File: config.mk
export PLATFORM = sky130hd
export DESIGN_NAME = free_running_counter_compare
export DESIGN_NICKNAME = d
export VERILOG_FILES = /design/src/core/frc_pkg.sv /design/src/core/osc_edge_sync.sv /design/src/core/free_running_counter_compare.sv
export SDC_FILE = /design/constraint.sdc
export NUM_CORES = 1
export LEC_CHECK = 0
export ABC_AREA = 1
export BUFFER_PORTS_ARGS = -buffer_cell sky130_fd_sc_hd__buf_2
export CAP_MARGIN = 20
export CELL_PAD_IN_SITES_DETAIL_PLACEMENT = 0
export CELL_PAD_IN_SITES_GLOBAL_PLACEMENT = 2
export CORE_UTILIZATION = 31
export DETAILED_ROUTE_END_ITERATION = 10
export PLACE_DENSITY_LB_ADDON = 0.1
export SYNTH_ARGS = -nofsm -noshare
export SYNTH_HDL_FRONTEND = slang
export SYNTH_SLANG_ARGS = --single-unit
export TNS_END_PERCENT = 10
File: constraint.sdc
create_clock -name aclk -period 5.3 [get_ports aclk]
set_input_delay 0.53 -clock aclk [delete_from_list [all_inputs] [get_ports aclk]]
set_output_delay 0.53 -clock aclk [all_outputs]
set_load 0.03 [all_outputs]
File: src/core/frc_pkg.sv
// ****************************************************************
// Shared constants of the free running counter block.
// ****************************************************************
package counter_compare_pkg;

  // ****************************************************************
  // Register indices; the bus byte address is four times the index.
  // ****************************************************************
  localparam int ADDR_W = 16;
  localparam logic [13:0] CTRL_IDX = 14'h1880;
  localparam logic [13:0] COUNT_HIGH_IDX = 14'h1881;
  localparam logic [13:0] COUNT_LOW_IDX = 14'h1882;
  localparam logic [13:0] CMP_HIGH_IDX = 14'h1883;
  localparam logic [13:0] CMP_LOW_IDX = 14'h1884;

  // ****************************************************************
  // Field positions in counter_control_status.
  // ****************************************************************
  localparam int CLR_BIT = 7;
  localparam int RUN_BIT = 5;
  localparam int EN_BIT = 4;
  localparam int ACK_BIT = 3;
  localparam int FLAG_BIT = 2;

  // ****************************************************************
  // Values after reset, the count step and bus answer codes.
  // ****************************************************************
  localparam logic [15:0] COUNT_RESET = 16'h0000;
  localparam logic [15:0] COMPARE_RESET = 16'hffff;
  localparam logic [7:0] BYTE_RESET = 8'h00;
  localparam logic [15:0] COUNT_STEP = 16'h0001;
  localparam logic [1:0] RESP_OKAY = 2'h0;
  localparam logic [1:0] RESP_SLVERR = 2'h2;

endpackage

File: src/core/osc_edge_sync.sv
`timescale 1ns/1ns
// ****************************************************************
// Two-stage synchroniser with a rising edge pulse.
// ****************************************************************
module osc_edge_sync (
  // Clock and reset.
  input wire logic aclk,
  input wire logic aresetn,
  // Asynchronous level.
  input wire logic async_in,
  // Synchronised level and its rising edge.
  output logic level,
  output logic rise
);

  logic meta_r;
  logic sync_r;
  logic last_r;

  // The first stage feeds only the second, so metastability never reaches logic.
  always_ff @(posedge aclk) begin
    if (!aresetn) begin
      meta_r <= 1'b0;
      sync_r <= 1'b0;
      last_r <= 1'b0;
    end else begin
      meta_r <= async_in;
      sync_r <= meta_r;
      last_r <= sync_r;
    end
  end

  // Edge is taken between stable stages only.
  assign level = sync_r;
  assign rise = sync_r & ~last_r;

endmodule

File: src/core/free_running_counter_compare.sv
// Added by the designer: register access over AXI4-Lite.
`timescale 1ns/1ns
// How it works
// RL1 - When enabled and not halted the counter counts continuously and wraps to zero.
// RL2 - Counter reaching the compare value sets the compare flag.
// RL3 - The compare event drives its own dedicated interrupt output.
// RL4 - Compare enable bit written one enables, zero disables, reads back its state.
// RL5 - Compare logic works in every mode whenever enabled; no mode gates it.
// RL6 - Writing one to acknowledge clears the flag; zero or reading does nothing.
// RL7 - Interrupt may reassert while the count is at or above the compare value.
// RL8 - Software disables the compare interrupt right after servicing it.
// RL9 - Software rearms by clear-halt, poll, compare, ack, run, poll, enable.
// RL10 - Clear or writing run zero forces the compare enable to zero.
// RL11 - After halt, restart or clear software writes a new compare and reenables.
// RL12 - Halt never acts while clear is set; software never clears while halted.
// RL13 - Writing clear while running resets the count to zero.
// RL14 - A read shortly after clear may show a small nonzero count.
// RL15 - Lower compare address holds the upper byte, next holds the lower byte.
// RL16 - Reset zeroes enable, acknowledge and flag and loads compare with all ones.
// RL17 - Test mode counts the fast oscillator, user mode the slow oscillator.
// RL18 - Control bit 7 is a write-only clear strobe reading zero.
// RL19 - Bit 5 runs or halts, reads the analog hold, cleared only by power-on reset.
// RL20 - Bit 4 compare enable, bit 3 write-only acknowledge, bit 2 pending flag.
// RL21 - Count reads as high and low bytes and is zero after power-on.
// RL22 - Clock inputs and status levels are synchronised before the compare logic.
// RL23 - Interrupt request is high while flag and compare enable are both set.
module free_running_counter_compare
  import counter_compare_pkg::*;
(
  // Clock and resets; aresetn is the power-on reset.
  input wire logic aclk,
  input wire logic aresetn,
  input wire logic soft_reset_n,
  // AXI4-Lite write address and data.
  input wire logic awvalid,
  output logic awready,
  input wire logic [ADDR_W-1:0] awaddr,
  input wire logic [2:0] awprot,
  input wire logic wvalid,
  output logic wready,
  input wire logic [31:0] wdata,
  input wire logic [3:0] wstrb,
  // AXI4-Lite write response.
  output logic bvalid,
  input wire logic bready,
  output logic [1:0] bresp,
  // AXI4-Lite read.
  input wire logic arvalid,
  output logic arready,
  input wire logic [ADDR_W-1:0] araddr,
  input wire logic [2:0] arprot,
  output logic rvalid,
  input wire logic rready,
  output logic [31:0] rdata,
  output logic [1:0] rresp,
  // Oscillator and analog pins.
  input wire logic low_freq_osc,
  input wire logic high_freq_osc,
  input wire logic test_mode,
  input wire logic analog_hold_status,
  output logic run_enable_halt,
  // Dedicated compare interrupt.
  output logic compare_irq
);

  // ****************************************************************
  // Address decode helper.
  // ****************************************************************

  // Every mapped register index answers OKAY; anything else is refused.
  function automatic logic is_mapped(input logic [13:0] idx);
    is_mapped = (idx == CTRL_IDX) || (idx == COUNT_HIGH_IDX) || (idx == COUNT_LOW_IDX) ||
                (idx == CMP_HIGH_IDX) || (idx == CMP_LOW_IDX);
  endfunction

  logic aw_full_r;
  logic w_full_r;
  logic [13:0] aw_idx_r;
  logic [7:0] wbyte_r;
  logic lane0_r;
  logic bvalid_r;
  logic [1:0] bresp_r;
  logic rvalid_r;
  logic [31:0] rdata_r;
  logic [1:0] rresp_r;
  logic wr_fire;
  logic wr_ctrl;
  logic wr_cmp_high;
  logic wr_cmp_low;
  logic [7:0] rd_byte;
  logic slow_rise;
  logic fast_rise;
  logic test_sync;
  logic hold_sync;
  logic tick;
  logic run_r;
  logic halt_pending_r;
  logic enable_r;
  logic flag_r;
  logic [15:0] count_r;
  logic [15:0] count_inc;
  logic [15:0] compare_r;
  logic clear_req;
  logic cmp_hit;

  // ****************************************************************
  // Pin synchronisers.
  // ****************************************************************

  // Counting happens on aclk; the oscillators only deliver edges.
  osc_edge_sync slow_sync (
    .aclk(aclk),
    .aresetn(aresetn),
    .async_in(low_freq_osc),
    .level(),
    .rise(slow_rise)
  ); // see RL22

  osc_edge_sync fast_sync (
    .aclk(aclk),
    .aresetn(aresetn),
    .async_in(high_freq_osc),
    .level(),
    .rise(fast_rise)
  ); // see RL22

  osc_edge_sync mode_sync (
    .aclk(aclk),
    .aresetn(aresetn),
    .async_in(test_mode),
    .level(test_sync),
    .rise()
  );

  osc_edge_sync hold_sync_i (
    .aclk(aclk),
    .aresetn(aresetn),
    .async_in(analog_hold_status),
    .level(hold_sync),
    .rise()
  );

  // The fast oscillator must stay below half of aclk or edges are lost.
  assign tick = test_sync ? fast_rise : slow_rise; // see RL17

  // ****************************************************************
  // AXI4-Lite write path.
  // ****************************************************************

  // Address and data are taken in either order and held until the write.
  assign awready = ~aw_full_r & ~bvalid_r;
  assign wready = ~w_full_r & ~bvalid_r;
  assign wr_fire = aw_full_r & w_full_r & ~bvalid_r;
  assign wr_ctrl = wr_fire & lane0_r & (aw_idx_r == CTRL_IDX);
  assign wr_cmp_high = wr_fire & lane0_r & (aw_idx_r == CMP_HIGH_IDX);
  assign wr_cmp_low = wr_fire & lane0_r & (aw_idx_r == CMP_LOW_IDX);
  assign bvalid = bvalid_r;
  assign bresp = bresp_r;

  // Write address holding register.
  always_ff @(posedge aclk) begin
    if (!aresetn) begin
      aw_full_r <= 1'b0;
      aw_idx_r <= 14'h0000;
    end else if (awvalid && awready) begin
      aw_full_r <= 1'b1;
      aw_idx_r <= awaddr[ADDR_W-1:2];
    end else if (wr_fire) begin
      aw_full_r <= 1'b0;
    end
  end

  // Write data holding register; only byte lane 0 carries register bits.
  always_ff @(posedge aclk) begin
    if (!aresetn) begin
      w_full_r <= 1'b0;
      wbyte_r <= BYTE_RESET;
      lane0_r <= 1'b0;
    end else if (wvalid && wready) begin
      w_full_r <= 1'b1;
      wbyte_r <= wdata[7:0];
      lane0_r <= wstrb[0];
    end else if (wr_fire) begin
      w_full_r <= 1'b0;
    end
  end

  // Response raised on the same edge on which the write takes effect.
  always_ff @(posedge aclk) begin
    if (!aresetn) begin
      bvalid_r <= 1'b0;
      bresp_r <= RESP_OKAY;
    end else if (wr_fire) begin
      bvalid_r <= 1'b1;
      bresp_r <= is_mapped(aw_idx_r) ? RESP_OKAY : RESP_SLVERR;
    end else if (bready) begin
      bvalid_r <= 1'b0;
    end
  end

  // ****************************************************************
  // AXI4-Lite read path.
  // ****************************************************************

  // Read byte selection; acknowledge and clear bits always read zero.
  always_comb begin
    rd_byte = BYTE_RESET;
    if (araddr[ADDR_W-1:2] == CTRL_IDX) begin
      rd_byte[RUN_BIT] = hold_sync; // see RL19
      rd_byte[EN_BIT] = enable_r; // see RL4
      rd_byte[FLAG_BIT] = flag_r; // see RL20
    end else if (araddr[ADDR_W-1:2] == COUNT_HIGH_IDX) begin
      rd_byte = count_r[15:8]; // see RL21
    end else if (araddr[ADDR_W-1:2] == COUNT_LOW_IDX) begin
      rd_byte = count_r[7:0]; // see RL21
    end else if (araddr[ADDR_W-1:2] == CMP_HIGH_IDX) begin
      rd_byte = compare_r[15:8];
    end else if (araddr[ADDR_W-1:2] == CMP_LOW_IDX) begin
      rd_byte = compare_r[7:0];
    end
  end

  assign arready = ~rvalid_r;
  assign rvalid = rvalid_r;
  assign rdata = rdata_r;
  assign rresp = rresp_r;

  // Reading has no side effect; a count read races the slow edge by design.
  always_ff @(posedge aclk) begin
    if (!aresetn) begin
      rvalid_r <= 1'b0;
      rdata_r <= 32'h0000_0000;
      rresp_r <= RESP_OKAY;
    end else if (arvalid && arready) begin
      rvalid_r <= 1'b1;
      rdata_r <= {24'h00_0000, rd_byte}; // see RL14, see RL18
      rresp_r <= is_mapped(araddr[ADDR_W-1:2]) ? RESP_OKAY : RESP_SLVERR;
    end else if (rready) begin
      rvalid_r <= 1'b0;
    end
  end

  // ****************************************************************
  // Run, halt and clear control.
  // ****************************************************************

  // A clear is only honoured while running.
  assign clear_req = wr_ctrl & wbyte_r[CLR_BIT] & run_r; // see RL12, see RL13

  // Of the two resets only power-on reset halts; a combined clear-halt halts one cycle later.
  always_ff @(posedge aclk) begin
    if (!aresetn) begin
      run_r <= 1'b0;
      halt_pending_r <= 1'b0;
    end else begin
      halt_pending_r <= clear_req & ~wbyte_r[RUN_BIT]; // see RL12
      if (halt_pending_r) begin
        run_r <= 1'b0;
      end else if (wr_ctrl && !(clear_req && !wbyte_r[RUN_BIT])) begin
        run_r <= wbyte_r[RUN_BIT]; // see RL19
      end
    end
  end

  assign run_enable_halt = run_r;

  // Compare enable; any clear or halt write drops it at once.
  always_ff @(posedge aclk) begin
    if (!aresetn || !soft_reset_n) begin
      enable_r <= 1'b0; // see RL16
    end else if (wr_ctrl) begin
      enable_r <= wbyte_r[EN_BIT] & wbyte_r[RUN_BIT] & ~wbyte_r[CLR_BIT]; // see RL4, see RL10
    end
  end

  // ****************************************************************
  // Counter and compare.
  // ****************************************************************

  assign count_inc = count_r + COUNT_STEP;

  // Counting is free of any power mode; only the run bit gates it.
  always_ff @(posedge aclk) begin
    if (!aresetn) begin
      count_r <= COUNT_RESET; // see RL21
    end else if (clear_req) begin
      count_r <= COUNT_RESET; // see RL13
    end else if (run_r && tick) begin
      count_r <= count_inc; // see RL1, see RL5
    end
  end

  // Compare bytes, upper byte at the lower index.
  always_ff @(posedge aclk) begin
    if (!aresetn) begin
      compare_r <= COMPARE_RESET; // see RL16
    end else if (wr_cmp_high) begin
      compare_r[15:8] <= wbyte_r; // see RL15
    end else if (wr_cmp_low) begin
      compare_r[7:0] <= wbyte_r; // see RL15
    end
  end

  // Every step at or past the target re-arms the flag, so it keeps returning.
  assign cmp_hit = run_r & tick & ~clear_req & (count_inc >= compare_r); // see RL2, see RL7

  // Hardware set wins over a same-cycle acknowledge.
  always_ff @(posedge aclk) begin
    if (!aresetn) begin
      flag_r <= 1'b0; // see RL16
    end else if (cmp_hit) begin
      flag_r <= 1'b1; // see RL2
    end else if (wr_ctrl && wbyte_r[ACK_BIT]) begin
      flag_r <= 1'b0; // see RL6
    end
  end

  // Dedicated request line.
  assign compare_irq = flag_r & enable_r; // see RL3, see RL23
endmodule

# Yosys cells after proc, flatten, opt, wreduce, memory -nomap -nowiden
# Index checks and enable logic that the tools add are counted.
# word_totals
regBits,85
in_bits,86
out_inout_bits,43
word_cells,118
# classes
n_eq_ne,10
n_addsub,1
bitwise_logic,30
muxes,21
reduce_logical,28
magnitude_cmp,1
# ops
op,count
$eq A14 B13 Y1 const B,10
$mux W8,4
$and A1 B1 Y1,19
$add A16 B1 Y16 const B,1
$ge A16 B16 Y1,1
$mux W1,12
$not A1 Y1,11
$mux W2,5
$reduce_bool A2 Y1,5
$logic_or A1 B1 Y1,9
$logic_and A1 B1 Y1,7
$logic_not A1 Y1,4
$reduce_or A2 Y1,2
$reduce_and A2 Y1,1

# Longest topological paths before layout
# logic_depth
ltp_word,10
ltp_mapped,14
depth_no_buf,14

# Modules after synthesis
# Synthesis repeated with hierarchy kept, for this count alone.
# hier_totals
cells_unflattened,661
area_unflattened_um2,4625.7
# modules_own_cells
mod,cells_each,seq_area_each_um2,area_per_inst_um2,instances
free_running_counter_compare,617,1461.4,4255.3,1
osc_edge_sync,11,60.1,92.6,4

# Worst setup path after synthesis
# No wires, ideal clock.
# synth_path
path_kind,flip-flop to flip-flop
start,register count_r[0]
end,register flag_r
period_less_slack_ns,2.031
n_path_buf,0
required_time_ns,5.230
setup_slack_ns,3.269
setup_time_ns,0.070
stages_incl_launch_ff,14
arrival_ns,1.961
cell_sequence,dfxtp_1 -> ha_1 -> nand3_1 -> inv_2 -> nand3_2 -> nor2_4 -> xor2_2 -> ha_1 -> nand2_1 -> nor3_1 -> nand3_1 -> nand3_1 -> nand2_1 -> a21oi_1
# synth_between
elab_chain_len,4
elab_cells_between_ends,5
cone_classes,add/sub (1); order compare (1); mux (1); bitwise (1); reduce/logical (1)
# synth_rtl
element,line_no,source
from (decl),free_running_counter_compare.sv:100,logic [15:0] count_r;
from (signal assigned),free_running_counter_compare.sv:289,count_r <= count_inc;
$add A16 B1 Y16 *,free_running_counter_compare.sv:280,assign count_inc = count_r + COUNT_STEP;
via count_inc[14],free_running_counter_compare.sv:101,logic [15:0] count_inc;
$ge A16 B16 Y1 *,free_running_counter_compare.sv:305,assign cmp_hit = run_r & tick & ~clear_req & (count_inc >= compare_r);
$and A1 B1 Y1 *,free_running_counter_compare.sv:305,
$mux W1 / $reduce_bool A2 Y1 (equally long branches),-,
to (signal assigned),free_running_counter_compare.sv:310,flag_r <= 1'b0;
to (signal assigned),free_running_counter_compare.sv:312,flag_r <= 1'b1;
to (signal assigned),free_running_counter_compare.sv:314,flag_r <= 1'b0;
to (decl),free_running_counter_compare.sv:99,logic flag_r;
# The timed path passes the listed nets; every way through them passes the cells marked *.
# A chain may end at the register's enable or synchronous reset.

# Final worst setup path
# Same ends and word-level chain as after synthesis.

==> impl_metrics.json <==
{
  "die_h_um": 125,
  "critical_path.cell_chain": "ha_1 -> nand3_1 -> inv_2 -> nand3_2 -> nor2_4 -> xor2_2 -> ha_1 -> nand2_1 -> nor3_1 -> nand3_1 -> nand3_1 -> nand2_1 -> a21oi_1",
  "cpPeakStageDelay_ns": 0.44,
  "syn2layout_area_growth_pct": 14.6,
  "grt_pass1_vias": 4071,
  "p_leak_nw": 2.62,
  "fmax_ghz": 0.393,
  "wl_per_cell_um": 14.0,
  "num_rows": 44,
  "synthSimpleGateAreaFrac_pct": 27.3,
  "grtUsageMet2_pct": 29.3,
  "insertion_delay_ns": 0.35,
  "numCtsBuffers": 9,
  "slew_viol_final": 0,
  "synthMuxAreaShare_pct": 0,
  "synth_cell_types": 42,
  "status": "complete, no violations",
  "ys_ff_latch": 83,
  "met3_usage_pct": 3.91,
  "grt_pass1_wl_um": 20600,
  "seqCellArea_um2": 1660,
  "switchingPower_uw": 392,
  "ir_drop_uv": 167,
  "synth_xor_xnor_area_share_pct": 2.04,
  "timing.slew.headroom_pct": 54.6,
  "critical_path_required_ns": 5.56,
  "finalWirelength_um": 12600,
  "nFillCells": 1585,
  "synth_compound_area_share_pct": 16.6,
  "crit_start": "count_r[0]",
  "cp.arrival_ns": 2.80,
  "rr_startpoint": "count_r[0]",
  "layout.nets": 816,
  "r2r_cells": 13,
  "crit_buf_inv": 1,
  "clock_power_share_pct": 44.4,
  "power_switching_share_pct": 27.1,
  "hold_viol_final": 0,
  "path_clk_slew_ns": 0.06,
  "drc": 0,
  "dpl.hpwl_um": 9930,
  "min_period_ns": 2.54,
  "min_path_type": "in2reg",
  "crit_slowest_cell": "dfxtp_1",
  "fin_tns_setup_ns": 0,
  "p_seq_share_pct": 45.4,
  "critPathTopFamily": "simple AND/OR/NAND/NOR gates",
  "layout-drive-gt1-share_pct": 18.2,
  "hold_path_depth": 3,
  "intPower_mw": 1.06,
  "cp-end-kind": "flip-flop",
  "power.density_nw_per_um2": 271,
  "drt_iter0_drc": 136,
  "cts-resized-gates": 0,
  "via_count": 4144,
  "clk_path_buf_depth": 2,
  "fin_crit_sh_pct": 48.0,
  "drt-vias-per-instance": 4.59,
  "initial_utilization_pct": 32.0,
  "layout_common_cells": "nand2_1 (132), inv_1 (94), dfxtp_1 (83)",
  "io_buffers": 65,
  "worst-path-stages": 13,
  "grt-busiest-layer": "met2",
  "crit_fanout": 5,
  "htree_levels": 3,
  "synthCells": 652,
  "skew_ns": 0.00610,
  "gp_congestion": 0.810,
  "rsz0062_at_grt": "no",
  "grt.overflow.total": 0,
  "use_met1_pct": 20.8,
  "pin_count": 129,
  "ys_seq_area_share_pct": 35.6,
  "synthAdderAreaFrac_pct": 4.56,
  "cpMostUsedCell": "nand3_1",
  "multiInputGateArea_um2": 2450,
  "antenna_found_initial": 0,
  "core_um2": 14600,
  "critPathLaunchType": "flip-flop",
  "grt_max_degree": 56,
  "avgSynthCellArea_um2": 7.16,
  "worstHoldStart": "analog_hold_status",
  "drt_first_pass_iters": 4,
  "synth_area_um2": 4670,
  "cts_hold_buf": 0,
  "fin_util_pct": 36.7,
  "antenna_left": 0,
  "power_frac_comb_pct": 10.1,
  "dieArea_um2": 15600,
  "layout_commonest_cell": "nand2_1",
  "cts_setup_buffers": 0,
  "cts.sinks": 83,
  "worst-setup-path-type": "reg2reg",
  "antennaDiodeCount": 0,
  "synth_top_family_by_area": "simple AND/OR/NAND/NOR gates",
  "root_buffer": "clkbuf_16",
  "die-width_um": 125,
  "max_cap_violations": 0,
  "cts_tree": "done",
  "grt_use_total_pct": 17.0,
  "setup_viol": 0,
  "yosysWarnings": 0,
  "worst_pin_slew_ns": 0.679
}
## worst reg2reg max path, stage by stage, from the launching register on
cell,delay [ns]
dfxtp_1,0.44
ha_1,0.31
nand3_1,0.18
inv_2,0.10
nand3_2,0.11
nor2_4,0.13
xor2_2,0.08
ha_1,0.29
nand2_1,0.08
nor3_1,0.36
nand3_1,0.11
nand3_1,0.10
nand2_1,0.06
a21oi_1,0.11
## final timing paths
kind | to | slack (ns)
worst max-delay path | flag_r | 2.76
worst min-delay path | hold_sync_i.meta_r | 0.37
worst max register to register | flag_r | 2.76
worst min register to register | slow_sync.level | 0.42
## state kept, by name, indices dropped and copies added (netlist names), 8 cells and up
register	cells
compare_r	16
aw_idx_r	14
rdata	8
wbyte_r	8
count_r	16
## power groups by stage
stage	Combinational, mW	Sequential [mW]	Clock (mW)
finish	0.147	0.658	0.643
global route	0.166	0.661	0.690
CTS	0.149	0.658	0.666
detailed placement	0.149	0.673	0
global placement	0.148	0.672	0
floorplan	0.117	0.675	0
## through the flow
step / setup slack (ns) / hold slack, ns / std cells / power, mW / instance area (um2)
2_1_floorplan: 3.27 / 0.390 / 677 / 0.792 / 4760
3_3_place_gp: 2.74 / 0.402 / 886 / 0.820 / 5050
3_5_place_dp: 2.75 / 0.406 / 886 / 0.821 / 5050
4_1_cts: 2.74 / 0.357 / 902 / 1.47 / 5350
5_1_grt: 2.45 / 0.363 / 902 / 1.52 / 5350
6_report: 2.76 / 0.368 / 902 / 1.45 / 5350
## per-layer routing
layer,up-vias,share of wire [%]
met3,17,3.3
met5,-,0
met4,0,2.3
li1,2162,-
met2,75,47
met1,1890,47
## synth_stat cells, drive strengths merged
library cell    n  area share [%]
conb            1           0.080
o211ai         17             3.6
a211oi          4            0.64
o31ai           1            0.27
o21bai          3            0.48
clkbuf          8            0.64
nand4           9             1.5
nor2           79             7.9
a21oi          51             5.5
nand2         136              11
clkinv          2            0.19
a31oi           2            0.27
o21ai          50             5.4
o21a            3            0.48
and3            1            0.13
nand3b          1            0.16
and2            3            0.46
nor3           11             1.8
xor2           10             2.0
dfxtp          83              36
ha             17             4.6
nor3b           1            0.16
nand3          29             4.0
inv            97             7.8
buf            33             5.2
## logic make-up after synthesis
| kind of cell | after synthesis |
|---|---|
| and+or+nand+nor | 270 |
| buffers and inverters | 140 |
| AOI/OAI and AO/OA | 131 |
| DFF | 83 |
| adders and majority gates | 17 |
| xor gates and xnor gates | 10 |
| other | 1 |
## layout make-up
class                   instances  area share (%)
clock buffers                  10            4.28
clock inverters                 6            1.33
well taps                     184            4.30
inverters                      99            6.97
flip-flops and latches         83            31.0
repair buffers                 66            6.22
multi-input cells             454            45.8
Note: power is estimated with default switching activity, not from simulation.
